`config.mk`:
```
export PLATFORM = sky130hd
export DESIGN_NAME = pgr_top
export DESIGN_NICKNAME = d
export VERILOG_FILES = /design/src/pgr_pkg.sv /design/src/pgr_dly_if.sv /design/src/pgr_delay.sv /design/src/pgr_sync_edge.sv /design/src/pgr_top.sv
export SDC_FILE = /design/constraint.sdc
export NUM_CORES = 1
export LEC_CHECK = 0
export ABC_AREA = 1
export BUFFER_PORTS_ARGS = -buffer_cell sky130_fd_sc_hd__buf_4
export CAP_MARGIN = 20
export CORE_UTILIZATION = 45
export CTS_CLUSTER_SIZE = 30
export DETAILED_ROUTE_END_ITERATION = 6
export PLACE_DENSITY = 0.63
export SYNTH_ARGS = -nofsm -noshare
export SYNTH_HDL_FRONTEND = slang
export SYNTH_SLANG_ARGS = --single-unit
```
`constraint.sdc`:
```
create_clock -name core_clk -period 2.4 [get_ports core_clk]
set_input_delay 0.36 -clock core_clk [delete_from_list [all_inputs] [get_ports core_clk]]
set_output_delay 0.36 -clock core_clk [all_outputs]
set_load 0.03 [all_outputs]
```
`src/pgr_pkg.sv`:
```
// Purpose: Shared constants for the power-good and reset control block
// Assumes: Delays are counted in slow real-time clock periods
// Notes: Offsets are the byte addresses seen over the serial bus

package pgr_pkg;

   // ----------------------------------------
   // Register offsets
   // ----------------------------------------
   localparam logic [7:0] OFF_PGD = 8'h40;
   localparam logic [7:0] OFF_SLEEP_ENABLE_CTRL = 8'h41;
   localparam logic [7:0] OFF_LOCK = 8'h42;
   localparam logic [7:0] OFF_PMASK = 8'h43;
   localparam logic [7:0] OFF_RSTC = 8'h48;
   localparam logic [7:0] OFF_FORCED_SHUTDOWN = 8'h49;

   // ----------------------------------------
   // Reset values and field positions
   // ----------------------------------------
   localparam logic [6:0] PGD_RST = 7'h5f;
   localparam logic [7:0] SLEEP_ENABLE_CTRL_RST = 8'h00;
   localparam logic LOCK_RST = 1'h0;
   localparam logic [7:0] PMASK_RST = 8'h00;
   localparam logic [4:0] RSTC_RST = 5'h1c;
   localparam int PGD_RES_LSB = 5;
   localparam int PGD_PLT_LSB = 3;
   localparam int RSTC_TRST_LSB = 3;
   localparam int SLEEP_ENABLE_CTRL_S4_BIT = 1;
   localparam int SLEEP_ENABLE_CTRL_DS_BIT = 0;

   // ----------------------------------------
   // Timing in slow clock periods
   // ----------------------------------------
   localparam int CNT_W = 13;
   typedef logic [CNT_W-1:0] pgr_cnt_t;
   localparam int RTC_PERIOD_NS = 30500;
   localparam int TRST0_MS = 20;
   localparam int TRST1_MS = 40;
   localparam int TRST2_MS = 80;
   localparam int TRST3_MS = 200;
   localparam pgr_cnt_t DLY_0 = 13'h000;
   localparam pgr_cnt_t DLY_82 = 13'h052;
   localparam pgr_cnt_t DLY_164 = 13'h0a4;
   localparam pgr_cnt_t DLY_328 = 13'h148;
   localparam pgr_cnt_t DLY_360 = 13'h168;
   localparam pgr_cnt_t DLY_492 = 13'h1ec;
   localparam pgr_cnt_t DLY_656 = 13'h290;
   localparam pgr_cnt_t DLY_721 = 13'h2d1;
   localparam pgr_cnt_t DLY_1640 = 13'h668;
   localparam pgr_cnt_t DLY_2460 = 13'h99c;
   localparam pgr_cnt_t DLY_3280 = 13'hcd0;

   // Least time, so round up to whole slow periods
   function automatic pgr_cnt_t pgr_ms_ticks(input int ms);
      return pgr_cnt_t'((ms * 1000000 + RTC_PERIOD_NS - 1) / RTC_PERIOD_NS);
   endfunction

   function automatic pgr_cnt_t pgr_resume_cnt(input logic [1:0] code);
      case (code)
         2'h0: return DLY_0;
         2'h1: return DLY_164;
         2'h2: return DLY_360;
         default: return DLY_721;
      endcase
   endfunction

   function automatic pgr_cnt_t pgr_plat_cnt(input logic [1:0] code);
      case (code)
         2'h0: return DLY_82;
         2'h1: return DLY_164;
         2'h2: return DLY_328;
         default: return DLY_656;
      endcase
   endfunction

   function automatic pgr_cnt_t pgr_sys_cnt(input logic [2:0] code);
      case (code)
         3'h0: return DLY_82;
         3'h1: return DLY_164;
         3'h2: return DLY_328;
         3'h3: return DLY_492;
         3'h4: return DLY_656;
         3'h5: return DLY_1640;
         3'h6: return DLY_2460;
         default: return DLY_3280;
      endcase
   endfunction

   function automatic pgr_cnt_t pgr_trst_cnt(input logic [1:0] code);
      case (code)
         2'h0: return pgr_ms_ticks(TRST0_MS);
         2'h1: return pgr_ms_ticks(TRST1_MS);
         2'h2: return pgr_ms_ticks(TRST2_MS);
         default: return pgr_ms_ticks(TRST3_MS);
      endcase
   endfunction

endpackage

```
`src/pgr_dly_if.sv`:
```
// Purpose: Carries one delay request between the controller and a timer
// Assumes: All signals on core_clk
// Notes: Timer output done is a level

`timescale 1ns/1ps

interface pgr_dly_if;
   logic cond;
   logic tick;
   pgr_pkg::pgr_cnt_t limit;
   logic done;
   modport ctrl (output cond, output tick, output limit, input done);
   modport tmr (input cond, input tick, input limit, output done);
endinterface

```
`src/pgr_delay.sv`:
```
// Purpose: Counts slow clock ticks while a condition holds
// Assumes: tick is a one-cycle pulse per slow period
// Notes: done drops in the cycle after cond falls

`timescale 1ns/1ps

module pgr_delay
   import pgr_pkg::*;
(
   input wire logic core_clk,
   input wire logic srst,
   pgr_dly_if.tmr dly
);
   pgr_cnt_t cnt, next_cnt;
   logic done_q, next_done;

   always_comb begin
      next_cnt = cnt;
      next_done = 1'h0;
      if (!dly.cond) begin
         next_cnt = '0;
      end else if (cnt >= dly.limit) begin
         next_done = 1'h1;
      end else if (dly.tick) begin
         next_cnt = cnt + 1'h1;
      end
   end

   always_ff @(posedge core_clk) begin
      if (srst) begin
         cnt <= '0;
         done_q <= 1'h0;
      end else begin
         cnt <= next_cnt;
         done_q <= next_done;
      end
   end

   assign dly.done = done_q;
endmodule // pgr_delay

```
`src/pgr_sync_edge.sv`:
```
// Purpose: Two-stage synchroniser with edge pulses
// Assumes: async_in is from outside the core_clk domain
// Notes: Edges are one-cycle pulses, aligned with level

`timescale 1ns/1ps

module pgr_sync_edge #(
   parameter logic INIT = 1'h0
) (
   input wire logic core_clk,
   input wire logic srst,
   input wire logic async_in,
   output logic level,
   output logic rise,
   output logic fall
);
   logic meta, sync, next_rise, next_fall;

   always_comb begin
      next_rise = sync & ~level;
      next_fall = ~sync & level;
   end

   always_ff @(posedge core_clk) begin
      if (srst) begin
         meta <= INIT;
         sync <= INIT;
         level <= INIT;
         rise <= 1'h0;
         fall <= 1'h0;
      end else begin
         meta <= async_in;
         sync <= meta;
         level <= sync;
         rise <= next_rise;
         fall <= next_fall;
      end
   end
endmodule // pgr_sync_edge

```
`src/pgr_top.sv`:
```
// Purpose: Power-good sequencing and reset control registers behind a serial slave
// Assumes: scl, sda_in, rtc_clk and status pins are asynchronous to core_clk
// Notes: rtc_srst resets only the always-powered register

`timescale 1ns/1ps

module pgr_top
   import pgr_pkg::*;
#(
   parameter logic [6:0] DEV_ADDR = 7'h2a // Arbitrary default
) (
   input wire logic core_clk,
   input wire logic srst,
   input wire logic rtc_srst,
   input wire logic scl,
   input wire logic sda_in,
   output logic sda_out,
   output logic sda_oe,
   input wire logic rtc_clk,
   input wire logic always_on_good,
   input wire logic all_rails_good,
   input wire logic supply_low,
   input wire logic [7:0] rail_enable_pin,
   input wire logic [7:0] regulator_voltage_ctrl,
   output logic resume_reset_good,
   output logic platform_hub_power_ok,
   output logic system_power_ok,
   output logic system_reset,
   output logic [2:0] reset_threshold_sel,
   output logic regulator_ctrl_lock,
   output logic controller_sleep_s4_enable,
   output logic controller_deep_sleep_enable,
   output logic [7:0] regulator_enable
);
   // ----------------------------------------
   // Input synchronisers
   // ----------------------------------------
   logic [10:0] pin_meta, pin_sync;
   logic scl_lvl, scl_rise, scl_fall;
   logic sda_lvl, sda_rise, sda_fall;
   logic rtc_tick;
   logic aon_s, all_s, low_s;
   logic [7:0] pin_en_s;

   always_ff @(posedge core_clk) begin
      if (srst) begin
         pin_meta <= '0;
         pin_sync <= '0;
      end else begin
         pin_meta <= {always_on_good, all_rails_good, supply_low, rail_enable_pin};
         pin_sync <= pin_meta;
      end
   end

   assign {aon_s, all_s, low_s, pin_en_s} = pin_sync;

   pgr_sync_edge #(.INIT(1'h1)) u_scl (
      .core_clk(core_clk), .srst(srst), .async_in(scl),
      .level(scl_lvl), .rise(scl_rise), .fall(scl_fall)
   );
   pgr_sync_edge #(.INIT(1'h1)) u_sda (
      .core_clk(core_clk), .srst(srst), .async_in(sda_in),
      .level(sda_lvl), .rise(sda_rise), .fall(sda_fall)
   );
   // A rising edge of the slow clock marks one period
   pgr_sync_edge #(.INIT(1'h0)) u_rtc (
      .core_clk(core_clk), .srst(srst), .async_in(rtc_clk),
      .level(), .rise(rtc_tick), .fall()
   );

   // ----------------------------------------
   // Serial slave
   // ----------------------------------------
   typedef enum logic [3:0] {
      ST_IDLE, ST_ADDR, ST_ACK_ADDR, ST_PTR, ST_ACK_PTR,
      ST_WR, ST_ACK_WR, ST_RD, ST_ACK_RD
   } pgr_i2c_e;

   pgr_i2c_e state, next_state;
   logic [2:0] bitcnt, next_bitcnt;
   logic [7:0] shreg, next_shreg, ptr, next_ptr;
   logic rw, next_rw, mack, next_mack, sda_drv, next_sda_drv;
   logic start_det, stop_det, wr_fire;
   logic [7:0] wr_byte, rd_data;

   // Our sda moves only as scl is seen to fall; count only edges with scl already high
   assign start_det = sda_fall & scl_lvl & ~scl_rise;
   assign stop_det = sda_rise & scl_lvl & ~scl_rise;
   assign wr_byte = {shreg[6:0], sda_lvl};
   assign wr_fire = (state == ST_WR) & scl_rise & (bitcnt == 3'h7);

   always_comb begin
      next_state = state;
      next_bitcnt = bitcnt;
      next_shreg = shreg;
      next_ptr = ptr;
      next_rw = rw;
      next_mack = mack;
      next_sda_drv = sda_drv;
      if (start_det) begin
         next_state = ST_ADDR;
         next_bitcnt = 3'h0;
         next_sda_drv = 1'h0;
      end else if (stop_det) begin
         next_state = ST_IDLE;
         next_sda_drv = 1'h0;
      end else begin
         case (state)
            ST_ADDR, ST_PTR, ST_WR: begin
               if (scl_rise) begin
                  next_shreg = wr_byte;
                  next_bitcnt = bitcnt + 3'h1;
                  if (bitcnt == 3'h7) begin
                     if (state == ST_ADDR) begin
                        next_state = ST_ACK_ADDR;
                     end else if (state == ST_PTR) begin
                        next_state = ST_ACK_PTR;
                     end else begin
                        next_state = ST_ACK_WR;
                        next_ptr = ptr + 8'h01;
                     end
                  end
               end
            end
            ST_ACK_ADDR, ST_ACK_PTR, ST_ACK_WR: begin
               if (scl_fall && bitcnt == 3'h0) begin
                  if (state == ST_ACK_ADDR && shreg[7:1] != DEV_ADDR) begin
                     next_state = ST_IDLE;
                  end else begin
                     next_sda_drv = 1'h1;
                     next_bitcnt = 3'h1;
                     if (state == ST_ACK_ADDR) begin
                        next_rw = shreg[0];
                     end
                  end
               end else if (scl_fall) begin
                  next_sda_drv = 1'h0;
                  next_bitcnt = 3'h0;
                  if (state == ST_ACK_PTR) begin
                     next_ptr = shreg;
                     next_state = ST_WR;
                  end else if (state == ST_ACK_WR) begin
                     next_state = ST_WR;
                  end else if (rw) begin
                     next_state = ST_RD;
                     next_shreg = rd_data;
                     next_ptr = ptr + 8'h01;
                     next_sda_drv = ~rd_data[7];
                  end else begin
                     next_state = ST_PTR;
                  end
               end
            end
            ST_RD: begin
               if (scl_fall && bitcnt == 3'h7) begin
                  next_sda_drv = 1'h0;
                  next_bitcnt = 3'h0;
                  next_state = ST_ACK_RD;
               end else if (scl_fall) begin
                  next_bitcnt = bitcnt + 3'h1;
                  next_shreg = {shreg[6:0], 1'h0};
                  next_sda_drv = ~shreg[6];
               end
            end
            ST_ACK_RD: begin
               if (scl_rise) begin
                  next_mack = ~sda_lvl;
               end else if (scl_fall && mack) begin
                  next_state = ST_RD;
                  next_shreg = rd_data;
                  next_ptr = ptr + 8'h01;
                  next_sda_drv = ~rd_data[7];
               end else if (scl_fall) begin
                  next_state = ST_IDLE;
               end
            end
            default: begin
               next_state = ST_IDLE;
            end
         endcase
      end
   end

   always_ff @(posedge core_clk) begin
      if (srst) begin
         state <= ST_IDLE;
         bitcnt <= 3'h0;
         shreg <= 8'h00;
         ptr <= 8'h00;
         rw <= 1'h0;
         mack <= 1'h0;
         sda_drv <= 1'h0;
      end else begin
         state <= next_state;
         bitcnt <= next_bitcnt;
         shreg <= next_shreg;
         ptr <= next_ptr;
         rw <= next_rw;
         mack <= next_mack;
         sda_drv <= next_sda_drv;
      end
   end

   // Open drain: only ever pulls low
   assign sda_out = 1'h0;
   assign sda_oe = sda_drv;

   // ----------------------------------------
   // Registers
   // ----------------------------------------
   pgr_dly_if res_if ();
   pgr_dly_if plt_if ();
   pgr_dly_if sys_if ();
   pgr_dly_if rst_if ();
   logic [6:0] pgd, next_pgd;
   logic [7:0] sleep_enable_ctrl, next_sleep_enable_ctrl, pmask, next_pmask;
   logic lock, next_lock, forced_shutdown, next_forced_shutdown;
   logic hold, next_hold;
   logic [7:0] next_ren;
   logic [4:0] rstc, next_rstc;

   always_comb begin
      next_pgd = pgd;
      next_sleep_enable_ctrl = sleep_enable_ctrl;
      next_lock = lock;
      next_pmask = pmask;
      next_forced_shutdown = 1'h0;
      if (wr_fire) begin
         if (ptr == OFF_PGD) begin
            next_pgd = wr_byte[6:0];
         end else if (ptr == OFF_SLEEP_ENABLE_CTRL) begin
            next_sleep_enable_ctrl = wr_byte;
         end else if (ptr == OFF_LOCK) begin
            next_lock = wr_byte[0];
         end else if (ptr == OFF_PMASK) begin
            next_pmask = wr_byte;
         end else if (ptr == OFF_FORCED_SHUTDOWN) begin
            next_forced_shutdown = wr_byte[0];
         end
      end
      // Restart the hold on every trigger so it always lasts a full period
      if (forced_shutdown || low_s) begin
         next_hold = 1'h1;
      end else if (rst_if.done) begin
         next_hold = 1'h0;
      end else begin
         next_hold = hold;
      end
      next_ren = (pmask & regulator_voltage_ctrl) | (~pmask & pin_en_s);
   end

   always_ff @(posedge core_clk) begin
      if (srst) begin
         pgd <= PGD_RST;
         sleep_enable_ctrl <= SLEEP_ENABLE_CTRL_RST;
         lock <= LOCK_RST;
         pmask <= PMASK_RST;
         forced_shutdown <= 1'h0;
         hold <= 1'h0;
         regulator_enable <= 8'h00;
      end else begin
         pgd <= next_pgd;
         sleep_enable_ctrl <= next_sleep_enable_ctrl;
         lock <= next_lock;
         pmask <= next_pmask;
         forced_shutdown <= next_forced_shutdown;
         hold <= next_hold;
         regulator_enable <= next_ren;
      end
   end

   // Always-powered register: system reset does not touch it
   always_comb begin
      next_rstc = rstc;
      if (wr_fire && ptr == OFF_RSTC) begin
         next_rstc = wr_byte[4:0];
      end
   end

   always_ff @(posedge core_clk) begin
      if (rtc_srst) begin
         rstc <= RSTC_RST;
      end else begin
         rstc <= next_rstc;
      end
   end

   always_comb begin
      if (ptr == OFF_PGD) begin
         rd_data = {1'h0, pgd};
      end else if (ptr == OFF_SLEEP_ENABLE_CTRL) begin
         rd_data = sleep_enable_ctrl;
      end else if (ptr == OFF_LOCK) begin
         rd_data = {7'h00, lock};
      end else if (ptr == OFF_PMASK) begin
         rd_data = pmask;
      end else if (ptr == OFF_RSTC) begin
         rd_data = {3'h0, rstc};
      end else begin
         rd_data = 8'h00;
      end
   end

   assign controller_sleep_s4_enable = sleep_enable_ctrl[SLEEP_ENABLE_CTRL_S4_BIT];
   assign controller_deep_sleep_enable = sleep_enable_ctrl[SLEEP_ENABLE_CTRL_DS_BIT];
   assign regulator_ctrl_lock = lock;
   assign reset_threshold_sel = rstc[2:0];
   assign system_reset = hold;

   // ----------------------------------------
   // Delay timers
   // ----------------------------------------
   assign res_if.cond = aon_s;
   assign res_if.tick = rtc_tick;
   assign res_if.limit = pgr_resume_cnt(pgd[PGD_RES_LSB +: 2]);
   assign plt_if.cond = all_s;
   assign plt_if.tick = rtc_tick;
   assign plt_if.limit = pgr_plat_cnt(pgd[PGD_PLT_LSB +: 2]);
   assign sys_if.cond = all_s;
   assign sys_if.tick = rtc_tick;
   assign sys_if.limit = pgr_sys_cnt(pgd[2:0]);
   assign rst_if.cond = hold & ~forced_shutdown & ~low_s;
   assign rst_if.tick = rtc_tick;
   assign rst_if.limit = pgr_trst_cnt(rstc[RSTC_TRST_LSB +: 2]);

   pgr_delay u_res (.core_clk(core_clk), .srst(srst), .dly(res_if.tmr));
   pgr_delay u_plt (.core_clk(core_clk), .srst(srst), .dly(plt_if.tmr));
   pgr_delay u_sys (.core_clk(core_clk), .srst(srst), .dly(sys_if.tmr));
   pgr_delay u_rst (.core_clk(core_clk), .srst(srst), .dly(rst_if.tmr));

   assign resume_reset_good = res_if.done;
   assign platform_hub_power_ok = plt_if.done;
   assign system_power_ok = sys_if.done;
endmodule // pgr_top

```
==> results of run 1 <==
-- worst max-delay path, cell delays in order (launching register included) --
cell	delay [ns]
dfxtp_2	0.37
inv_1	0.09
ha_2	0.34
inv_1	0.04
ha_1	0.28
nand3_1	0.07
nor3_1	0.17
nand3b_1	0.15
nand4_1	0.16
buf_4	0.21
nand2_1	0.07
a21oi_1	0.14
-- what timing repair did --
item                                    CTS  global route
pin swaps                                 0             1
endpoints found under the setup margin    3            36
gates resized for setup                   1            14
gates cloned                              0             0
-- per-layer routing --
metal	track usage, %	wire length [µm]	up-vias
li1	-	-	4293
met1	29.0	10300	3696
met2	35.5	9720	164
met3	3.79	905	40
met4	9.13	461	0
met5	0	0	-
-- final cells by class --
class / instances / share of cell area [%]
Inverter: 172 / 6.35
Timing Repair Buffer: 62 / 4.63
Clock inverter: 15 / 1.88
Clock buffer: 17 / 4.17
Sequential cell: 157 / 30.8
Tap cell: 265 / 3.25
Multi-Input combinational cell: 919 / 48.9
-- registers in the layout, summed over array words and instances (netlist names), 11 cells and up --
signal     cells
u_rst.cnt     13
u_sys.cnt     13
u_plt.cnt     13
pin_meta      11
pin_sync      11
u_res.cnt     13
-- cell families (layout without fill, tap and decap cells) --
kind of cell | count (synthesis) | after routing | share of synthesized area (%)
and+or+nand+nor | 627 | 627 | 31.7
buffers and inverters | 217 | 266 | 9.79
AOI/OAI and AO/OA | 195 | 195 | 11.5
DFF | 157 | 157 | 35.0
adders and majority gates | 62 | 62 | 8.64
xor gates and xnor gates | 34 | 34 | 3.32
other | 1 | 1 | 0.0418
-- cell usage in the layout, fill, tap and decap left out, drive strengths merged, types with 3 or more instances in the layout --
master / instances
buf: 62
ha: 62
clkinv: 10
a21oi: 108
o21bai: 3
o211ai: 11
nand4: 60
clkbuf: 17
nand2: 283
nand3: 73
o21ai: 67
dfxtp: 157
xnor2: 8
xor2: 26
or2: 4
inv: 177
nor2: 160
a211oi: 3
nor3: 42
-- worst max-delay path by stage --
stage	to	slack [ns]	cells past startpoint
floorplan	u_rst.cnt[10]$_SDFFE_PP0P_	0.19	14
detailed placement	u_rst.cnt[6]$_SDFFE_PP0P_	0.01	14
CTS	u_rst.cnt[8]$_SDFFE_PP0P_	0.07	14
global placement	u_rst.cnt[10]$_SDFFE_PP0P_	0.09	14
global route	u_plt.cnt[9]$_SDFFE_PP0P_	0.01	14
finish	u_rst.cnt[8]$_SDFFE_PP0P_	0.24	11
-- report_power, final --
part / total (mW) / switching [mW] / internal (mW)
Sequential: 2.96 / 0.187 / 2.77
Clock: 2.77 / 1.35 / 1.42
Combinational: 1.82 / 1.23 / 0.594
Total: 7.55 / 2.76 / 4.79
==> summary.md, run 1 <==
| Metric | Value |
|---|---|
| Status | `completed` |
| Endpoint of the most critical register-to-register path | `u_rst.cnt[8]$_SDFFE_PP0P_` |
| Global Route Usage Sum | `22.0%` |
| Largest area contributor in the synthesized netlist | `dfxtp_1` |
| Startpoint of the worst-slack reg-to-reg timing path | `rstc[3]$_SDFFE_PP1P_` |
| Latest clock arrival within the worst-skew pair | `0.44 ns` |
| Period utilization | `90.1%` |
| Post-detailed-route wirelength per cell | `13.3 µm` |
| Async set or reset register ratio after synthesis | `0%` |
| Post-synthesis sequential area ratio | `a little over a third` |
| Worst path required time | `2.77 ns` |
| Flops & latches, synth | `around 160` |
| Final antenna-violating net count | `0` |
| Hold Violations, Final | `0` |
| Most instantiated library cell after synthesis | `nand2_1` |
| End point of the most critical hold path | `u_scl.meta$_SDFF_PP1_` |
| Die Area | `20500 µm²` |
| Syn avg cell area | `6.94 µm²` |
| DR vias/cell | `5.10` |
| Core region area | `around 20000 µm²` |
| First-pass iteration count of the detailed router | `7` |
| Cell at the root of the clock tree | `clkbuf_16` |
| Hold bufs inserted after CTS | `0` |
| Setup_tns | `0 ns` |
| Sinks on the clock net | `around 160` |
| Worst setup path class | `register to register` |
| Number of flops mapped to enable cells by yosys | `0` |
| Clock tree from TritonCTS | `done` |
| Worst min path class | `primary input to register` |
| Die Width | `between 100 and 150 µm` |
| Clock slew seen by the registers of the worst setup and hold paths | `0.07 ns` |
| Post-layout worst setup margin | `0.238 ns` |
| Clock Tree Buf Depth | `2` |
| Total of warnings raised by yosys | `0` |
| Worst Hold Path Cells | `2` |
| Number of instances in the synthesized netlist | `approximately 1.3k` |
| Start point of the worst hold path | `scl` |
| Synthesized netlist net count | `between 1k and 1.5k` |
| Initial DRC count | `474` |
| Number of fillers in the final layout | `1976` |
| Max Clock Skew | `0.00993 ns` |
| Number of diodes added for antenna fixing | `0` |
| Chip height | `roughly 140 µm` |
| Most instantiated cells after synthesis | `275 x nand2_1, 165 x inv_1, 157 x dfxtp_1` |
| Hpwl dp | `around 16000 µm` |
| Non-filler instance count after layout | `1607` |
| Via count of the first global-routing pass | `7553` |
| Final core occ | `a little over half` |
| Final setup violation count | `0` |
| Largest net degree at the start of global routing | `35` |
| P per Cell Area | `roughly 740 nW/µm²` |
| Kind of start point of the critical path | `register` |
| Slew of the pin with the lowest slew margin | `0.757 ns` |
| LEAKAGE | `4.51 nW` |
| Period minus WS final | `2.16 ns` |
| Count of placed standard cells including taps | `1575` |
| Global-route wire length before repair | `about 36000 µm` |
| Max-capacitance violation count | `0` |
| Maximum frequency from static timing analysis | `0.463 GHz` |
| Placement-stage cell area | `9540 µm²` |
| I/O Pins | `45` |
| Post-synth top area share | `35.0%` |
| Initial Utilization | `46.0%` |
| Post-Place Worst Slack | `0.0107 ns` |
| Max-slew violation count | `0` |
| Nets | `1416` |
| Peak supply drop | `between 0.5 and 0.6 mV` |
| Maximum level of the CTS H-tree | `4` |
| RSZ-0062 raised after global routing | `false` |
| Reg area | `3150 µm²` |
| Area of the mapped netlist | `8980 µm²` |
| Initial antenna violation count | `0` |
| Cell types with the largest area share after synthesis | `dfxtp_1 35%, nand2_1 11%, ha_1 8.6%` |
| Minimum hold slack | `0.0943 ns` |
| Data arrival time at the worst-slack endpoint | `2.53 ns` |
| Worst rel slew slack | `49.5%` |
| Post-layout instance area | `10200 µm²` |
| Postcts setup bufs | `0` |
| GPL Wtd Cong | `0.928` |
| Kind of end point of the critical path | `register` |
| Distinct cells, synth | `43` |
| Sum of internal, switching and leakage power | `7.55 mW` |
| Post-synthesis to final-layout area growth | `13.7%` |
| Share of layout cells above drive strength 1 | `between 10% and 20%` |
| Max FO, Critical Path | `11` |
| CP startpoint | `rstc[3]$_SDFFE_PP1P_` |
| Post-route DRC | `0` |
| Port Buffer Count | `43` |
| Global route total overflow | `0` |
| CTS Buf Count | `17` |
| Area of the multi-input gates | `4990 µm²` |
| Dominant register cell in the synthesized netlist | `dfxtp_1` |
| Overall routed net length | `21400 µm` |
| Total via count in the routed design | `8193` |
| Number of rows created at floorplan | `51` |
| Worst reg-to-reg path cell count | `11` |
| Internal reg-to-reg setup slack | `0.24 ns` |
Note: power is estimated with default switching activity, not from simulation.
==> inputs of run 2 (changes only) <==
Settings changed: REMOVE_ABC_BUFFERS set to 1.
==> run 2 against run 1 <==
Sequential share of layout area barely moved. Clock power is 3% lower. Sequential power about the same. Routed wire length is 0.62% higher. Critical endpoint is now u_rst.cnt[4]$_SDFFE_PP0P_. Highest routed layer unchanged.
==> summary.md, run 2 (same netlist as run 1, synthesis figures left out) <==
| Metric | Value |
|---|---|
| Final antenna-violating net count | `0` |
| Nets | `roughly 1.4k` |
| Worst Hold Path Cells | `2` |
| Slew of the pin with the lowest slew margin | `0.513 ns` |
| Setup_tns | `0 ns` |
| Data arrival time at the worst-slack endpoint | `2.60 ns` |
| Die Area | `a little over 20000 µm²` |
| Minimum hold slack | `around 0.11 ns` |
| Overall routed net length | `roughly 22000 µm` |
| Endpoint of the most critical register-to-register path | `u_rst.cnt[4]$_SDFFE_PP0P_` |
| Clock Tree Buf Depth | `2` |
| Max FO, Critical Path | `6` |
| Total via count in the routed design | `8253` |
| CP top delay family | `simple AND/OR/NAND/NOR gates` |
| CTS Buf Count | `17` |
| Cell at the root of the clock tree | `clkbuf_16` |
| Post-layout instance area | `10200 µm²` |
| Kind of end point of the critical path | `register` |
| Initial Utilization | `a little under half` |
| DR vias/cell | `roughly 5.1` |
| Most repeated library cell on the critical path | `nand2_1` |
| Global Route Usage Sum | `22.2%` |
| Post-route DRC | `0` |
| Post-synthesis to final-layout area growth | `13.5%` |
| Share of layout cells above drive strength 1 | `11.1%` |
| Delay of the slowest cell on the worst path | `0.31 ns` |
| Core region area | `19500 µm²` |
| Met3 track demand over resource | `4.33%` |
| Maximum frequency from static timing analysis | `0.449 GHz` |
| Kind of start point of the critical path | `register` |
| RSZ-0062 raised after global routing | `false` |
| Startpoint of the worst-slack reg-to-reg timing path | `rstc[3]$_SDFFE_PP1P_` |
| First-pass iteration count of the detailed router | `5` |
| Clock tree from TritonCTS | `done` |
| Area of the multi-input gates | `4990 µm²` |
| Chip height | `about 140 µm` |
| Hold Violations, Final | `0` |
| LEAKAGE | `between 4 and 5 nW` |
| Worst reg-to-reg path cell count | `14` |
| Final setup violation count | `0` |
| Met1 routing resource usage after global routing | `30.7%` |
| Initial antenna violation count | `0` |
| Worst rel slew slack | `65.8%` |
| Die Width | `approximately 140 µm` |
| Count of placed standard cells including taps | `around 1.6k` |
| Crit path max-delay cell type | `dfxtp_1` |
| Worst min path class | `primary input to register` |
| Reg area | `3150 µm²` |
| Crit path buffers/inverters | `3` |
| Latest clock arrival within the worst-skew pair | `0.43 ns` |
| End point of the most critical hold path | `u_scl.meta$_SDFF_PP1_` |
| Maximum level of the CTS H-tree | `4` |
| Non-filler instance count after layout | `1610` |
| Postcts setup bufs | `0` |
| Global route total overflow | `0` |
| P per Cell Area | `736 nW/µm²` |
| Period utilization | `92.8%` |
| Most frequent cells in the layout | `275 x nand2_1, 164 x inv_1, 154 x dfxtp_1` |
| I/O Pins | `45` |
| Placement-stage cell area | `9570 µm²` |
| Clock slew seen by the registers of the worst setup and hold paths | `~0.070 ns` |
| Final core occ | `~52%` |
| Status | `completed` |
| Max-slew violation count | `0` |
| Worst path required time | `2.77 ns` |
| Routing layer with the top usage in global route | `met2` |
| Hold bufs inserted after CTS | `0` |
| Start point of the worst hold path | `scl` |
| Worst setup path class | `register to register` |
| Global-route wire length before repair | `36000 µm` |
| Port Buffer Count | `43` |
| Most common library cell in the layout ignoring fill and taps | `nand2_1` |
| Max Clock Skew | `0.0129 ns` |
| Via count of the first global-routing pass | `7394` |
| GPL Wtd Cong | `0.872` |
| Hpwl dp | `around 16000 µm` |
| Initial DRC count | `538` |
| Internal reg-to-reg setup slack | `about 0.17 ns` |
| Post-detailed-route wirelength per cell | `13.4 µm` |
| Peak supply drop | `between 0.4 and 0.5 mV` |
| GR Util met2 | `34.2%` |
| Sequence of cells on the critical path | `buf_4 -> ha_1 -> nor2_4 -> ha_1 -> nand2_1 -> inv_1 -> o21ai_1 -> nand3_1 -> nand2_1 -> nand3_1 -> nor2_2 -> buf_4 -> nand2_1 -> a21oi_1` |
| Max-capacitance violation count | `0` |
| Period minus WS final | `2.23 ns` |
| Sinks on the clock net | `157` |
| Number of rows created at floorplan | `just over 50` |
| Number of fillers in the final layout | `1980` |
| Largest net degree at the start of global routing | `47` |
| Number of diodes added for antenna fixing | `0` |
[run 2: changes by cell type in the layout (fill, tap and decap cells not counted), sizes merged]
cell      change
clkbuf        +2
clkinvlp      +3
buf           +4
bufinv        +1
clkinv        -6
inv           -1
[run 2: stage by stage]
step / power [mW] / worst slack, ns
6_report: 7.50 / 0.173
5_1_grt: 7.90 / 0.00239
4_1_cts: 7.54 / 0.0670
3_5_place_dp: 4.85 / 0.0781
3_3_place_gp: 4.85 / 0.174
2_1_floorplan: 4.35 / -0.0768
[run 2: where the power goes]
group | switching, mW | internal [mW] | total [mW]
Sequential | 0.188 | 2.77 | 2.96
Clock | 1.20 | 1.48 | 2.68
Combinational | 1.26 | 0.598 | 1.85
[run 2: what timing repair did]
action | in CTS | in global routing
resized for setup | 0 | 16
endpoints found under the hold margin | 0 | 0
endpoints found under the setup margin | 0 | 37
[run 2: area by class of cell]
cell class              count  share of cell area (%)
flip-flops and latches    157                    30.9
clock inverters            12                    1.28
multi-input cells         919                    48.9
repair buffers             66                    4.94
clock buffers              19                    4.35
inverters                 172                    6.36
well taps                 265                    3.25
[run 2: worst max-delay path by stage]
stage | from | endpoint | slack (ns) | cells past startpoint
after detailed placement | rstc[3]$_SDFFE_PP1P_ | u_rst.cnt[8]$_SDFFE_PP0P_ | 0.08 | 14
after global routing | pgd[3]$_SDFFE_PP1P_ | u_plt.cnt[9]$_SDFFE_PP0P_ | 0.002 | 14
after CTS | rstc[3]$_SDFFE_PP1P_ | u_rst.cnt[8]$_SDFFE_PP0P_ | 0.07 | 14
final | rstc[3]$_SDFFE_PP1P_ | u_rst.cnt[4]$_SDFFE_PP0P_ | 0.17 | 14
after floorplan | pgd[1]$_SDFFE_PP1P_ | u_sys.cnt[0]$_SDFFE_PP0P_ | -0.08 | 11
after global placement | pgd[3]$_SDFFE_PP1P_ | u_plt.cnt[1]$_SDFFE_PP0P_ | 0.17 | 14
[run 2: per-layer routing]
| layer | vias up | routed length [µm] |
|---|---|---|
| met5 | - | 0 |
| met4 | 0 | 314 |
| met3 | 24 | 1100 |
| met2 | 184 | 9400 |
| met1 | 3738 | 10700 |
| li1 | 4307 | - |
==> inputs of run 3 (changes only) <==
Settings changed: SETUP_SLACK_MARGIN set to 0.4.
Clock period 2.4 ns to 2.6 ns, I/O delays scaled along.
==> run 3 against run 2 <==
Final area up 2.9%. Die area unchanged. Register-to-register slack better by 0.30 ns. First-iteration DRC count rose by 14%. Global-route usage is 0.054 points lower. Critical path depth unchanged. Non-clock buffer count grew 6. Combinational power decreased by 6%. Via count up 1.2%. Cell count increased by 0.50%. Sequential power decreased by 7.8%. Largest cell class unchanged. Largest power group unchanged.
==> summary.md, run 3 (same netlist as run 1, synthesis figures left out) <==
| Metric | Value |
|---|---|
| Switching power | `2.48 mW` |
| Clock Tree Buf Depth | `2` |
| Nets | `1428` |
| Clock slew seen by the registers of the worst setup and hold paths | `approximately 0.070 ns` |
| Post-Place Worst Slack | `between 0.1 and 0.15 ns` |
| GPL Wtd Cong | `0.878` |
| Post-synthesis to final-layout area growth | `16.8%` |
| Via count of the first global-routing pass | `7321` |
| Kind of end point of the critical path | `register` |
| Max-slew violation count | `0` |
| First-pass iteration count of the detailed router | `6` |
| Status | `completed` |
| Hold Violations, Final | `0` |
| Worst setup path class | `register to register` |
| Number of rows created at floorplan | `51` |
| Post-layout instance area | `~10000 µm²` |
| Initial DRC count | `611` |
| Delay of the slowest cell on the worst path | `0.40 ns` |
| Global-route wire length before repair | `35800 µm` |
| CTS Buf Count | `17` |
| Switching fraction of total power | `35.6%` |
| Maximum frequency from static timing analysis | `0.471 GHz` |
| Number of fillers in the final layout | `1929` |
| Max Clock Skew | `0.00911 ns` |
| Global route total overflow | `0` |
| Die Width | `143 µm` |
| Final antenna-violating net count | `0` |
| Max-capacitance violation count | `0` |
| LEAKAGE | `4.57 nW` |
| Post-layout worst setup margin | `around 0.48 ns` |
| Maximum level of the CTS H-tree | `4` |
| Number of diodes added for antenna fixing | `0` |
| Most common library cell in the layout ignoring fill and taps | `nand2_1` |
| Area of the multi-input gates | `between 5000 and 6000 µm²` |
| Slew of the pin with the lowest slew margin | `0.897 ns` |
| Latest clock arrival within the worst-skew pair | `0.44 ns` |
| Die Area | `between 20000 and 25000 µm²` |
| Setup_tns | `0 ns` |
| DR vias/cell | `5.16` |
| Most frequent cells in the layout | `269 x nand2_1, 161 x inv_1, 147 x dfxtp_1` |
| Placement-stage cell area | `9530 µm²` |
| Fraction of power consumed by the clock network | `35.8%` |
| Share of layout cells above drive strength 1 | `14.5%` |
| Final setup violation count | `0` |
| Hold bufs inserted after CTS | `0` |
| RSZ-0062 raised after global routing | `true` |
| Initial antenna violation count | `0` |
| Clock tree from TritonCTS | `done` |
| Hpwl dp | `between 15000 and 20000 µm` |
| Crit path max-delay cell type | `dfxtp_4` |
| Initial Utilization | `46.0%` |
| Post-route DRC | `0` |
| Post-detailed-route wirelength per cell | `13.7 µm` |
| Peak supply drop | `0.525 mV` |
| Cell at the root of the clock tree | `clkbuf_16` |
| Max FO, Critical Path | `7` |
| Total via count in the routed design | `around 8.4k` |
| P per Cell Area | `about 660 nW/µm²` |
| Part of the power in registers | `roughly 39%` |
| Core region area | `19500 µm²` |
| Period utilization | `about four fifths` |
| Combinational share of power | `around 25%` |
| Data arrival time at the worst-slack endpoint | `approximately 2.5 ns` |
| Internal Dissipation | `4.48 mW` |
| Reg area | `3170 µm²` |
| Sequence of cells on the critical path | `inv_4 -> ha_4 -> nor2_4 -> ha_4 -> nand2_2 -> inv_2 -> o21ai_1 -> nand2_1 -> a21oi_2 -> nand3_2 -> nor2_4 -> buf_6 -> nand2_1 -> a21oi_1` |
| Worst min path class | `primary input to register` |
| Kind of start point of the critical path | `register` |
| Largest net degree at the start of global routing | `47` |
| Global Route Usage Sum | `between 20 and 25%` |
| Period minus WS final | `2.12 ns` |
| CP top delay family | `simple AND/OR/NAND/NOR gates` |
| Crit path buffers/inverters | `3` |
| Port Buffer Count | `43` |
| Worst rel slew slack | `approximately 40%` |
| Chip height | `143 µm` |
| Overall routed net length | `22100 µm` |
| Sinks on the clock net | `157` |
| I/O Pins | `45` |
| Worst path required time | `2.97 ns` |
-- run 3: changes by cell type in the layout (fill, tap and decap cells not counted), moves of 5 or more --
cell     previous run  this run
a21oi_1           106        99
nand2_1           275       269
dfxtp_1           154       147
ha_4                0         5
a21oi_2             2         9
ha_1               62        53
dfxtp_4             0         5
-- run 3: final timing paths --
path	depth (start not counted)	to	from	slack (ns)
setup reg to reg	14	u_rst.cnt[12]$_SDFFE_PP0P_	rstc[3]$_SDFFE_PP1P_	0.48
hold / removal	2	u_scl.meta$_SDFF_PP1_	scl	0.13
setup / recovery	14	u_rst.cnt[12]$_SDFFE_PP0P_	rstc[3]$_SDFFE_PP1P_	0.48
hold reg to reg	1	u_rtc.rise$_SDFF_PP0_	u_rtc.level$_SDFF_PP0_	0.39
-- run 3: layer usage --
layer	vias to the layer above	wire length [µm]	global-route usage, %
li1	4323	-	-
met1	3831	10800	30.4
met2	179	9990	34.6
met3	23	1010	4.43
met4	0	282	6.77
met5	-	0	0
-- run 3: metrics by stage --
stage               hold slack, ns  cells  total power, mW  utilization (%)
finish                       0.128   1618             6.95             53.7
global route                 0.111   1618             7.32             53.7
CTS                          0.113   1608             6.98             52.0
detailed placement           0.383   1573             4.48             48.8
global placement             0.378   1573             4.48             48.8
floorplan                    0.373   1248             4.02                -
-- run 3: final cells by class --
type	count	share of cell area [%]
repair buffers	72	5.42
clock buffers	19	4.23
clock inverters	12	1.24
multi-input cells	921	49.5
flip-flops and latches	157	30.2
inverters	172	6.21
well taps	265	3.16
-- run 3: power groups by stage --
stage               registers (mW)  logic (mW)  clock network [mW]
finish                        2.73        1.73                2.49
global route                  2.75        1.93                2.64
CTS                           2.73        1.71                2.54
detailed placement            2.78        1.69                   0
global placement              2.78        1.70                   0
floorplan                     2.74        1.28                   0
-- run 3: worst reg2reg max path, delay by kind of cell, from the launching register on --
family          cells  cell delay (ns)
simple gates        6             0.65
fa+ha+maj           2             0.40
buf+inv             3             0.25
compound gates      3             0.36
flops               1             0.40
-- run 3: what timing repair did --
action | CTS | global route
buffers inserted | 3 | 6
pin swaps | 4 | 22
endpoints found under the setup margin | 45 | 58
resized for setup | 11 | 69
cloned | 1 | 4
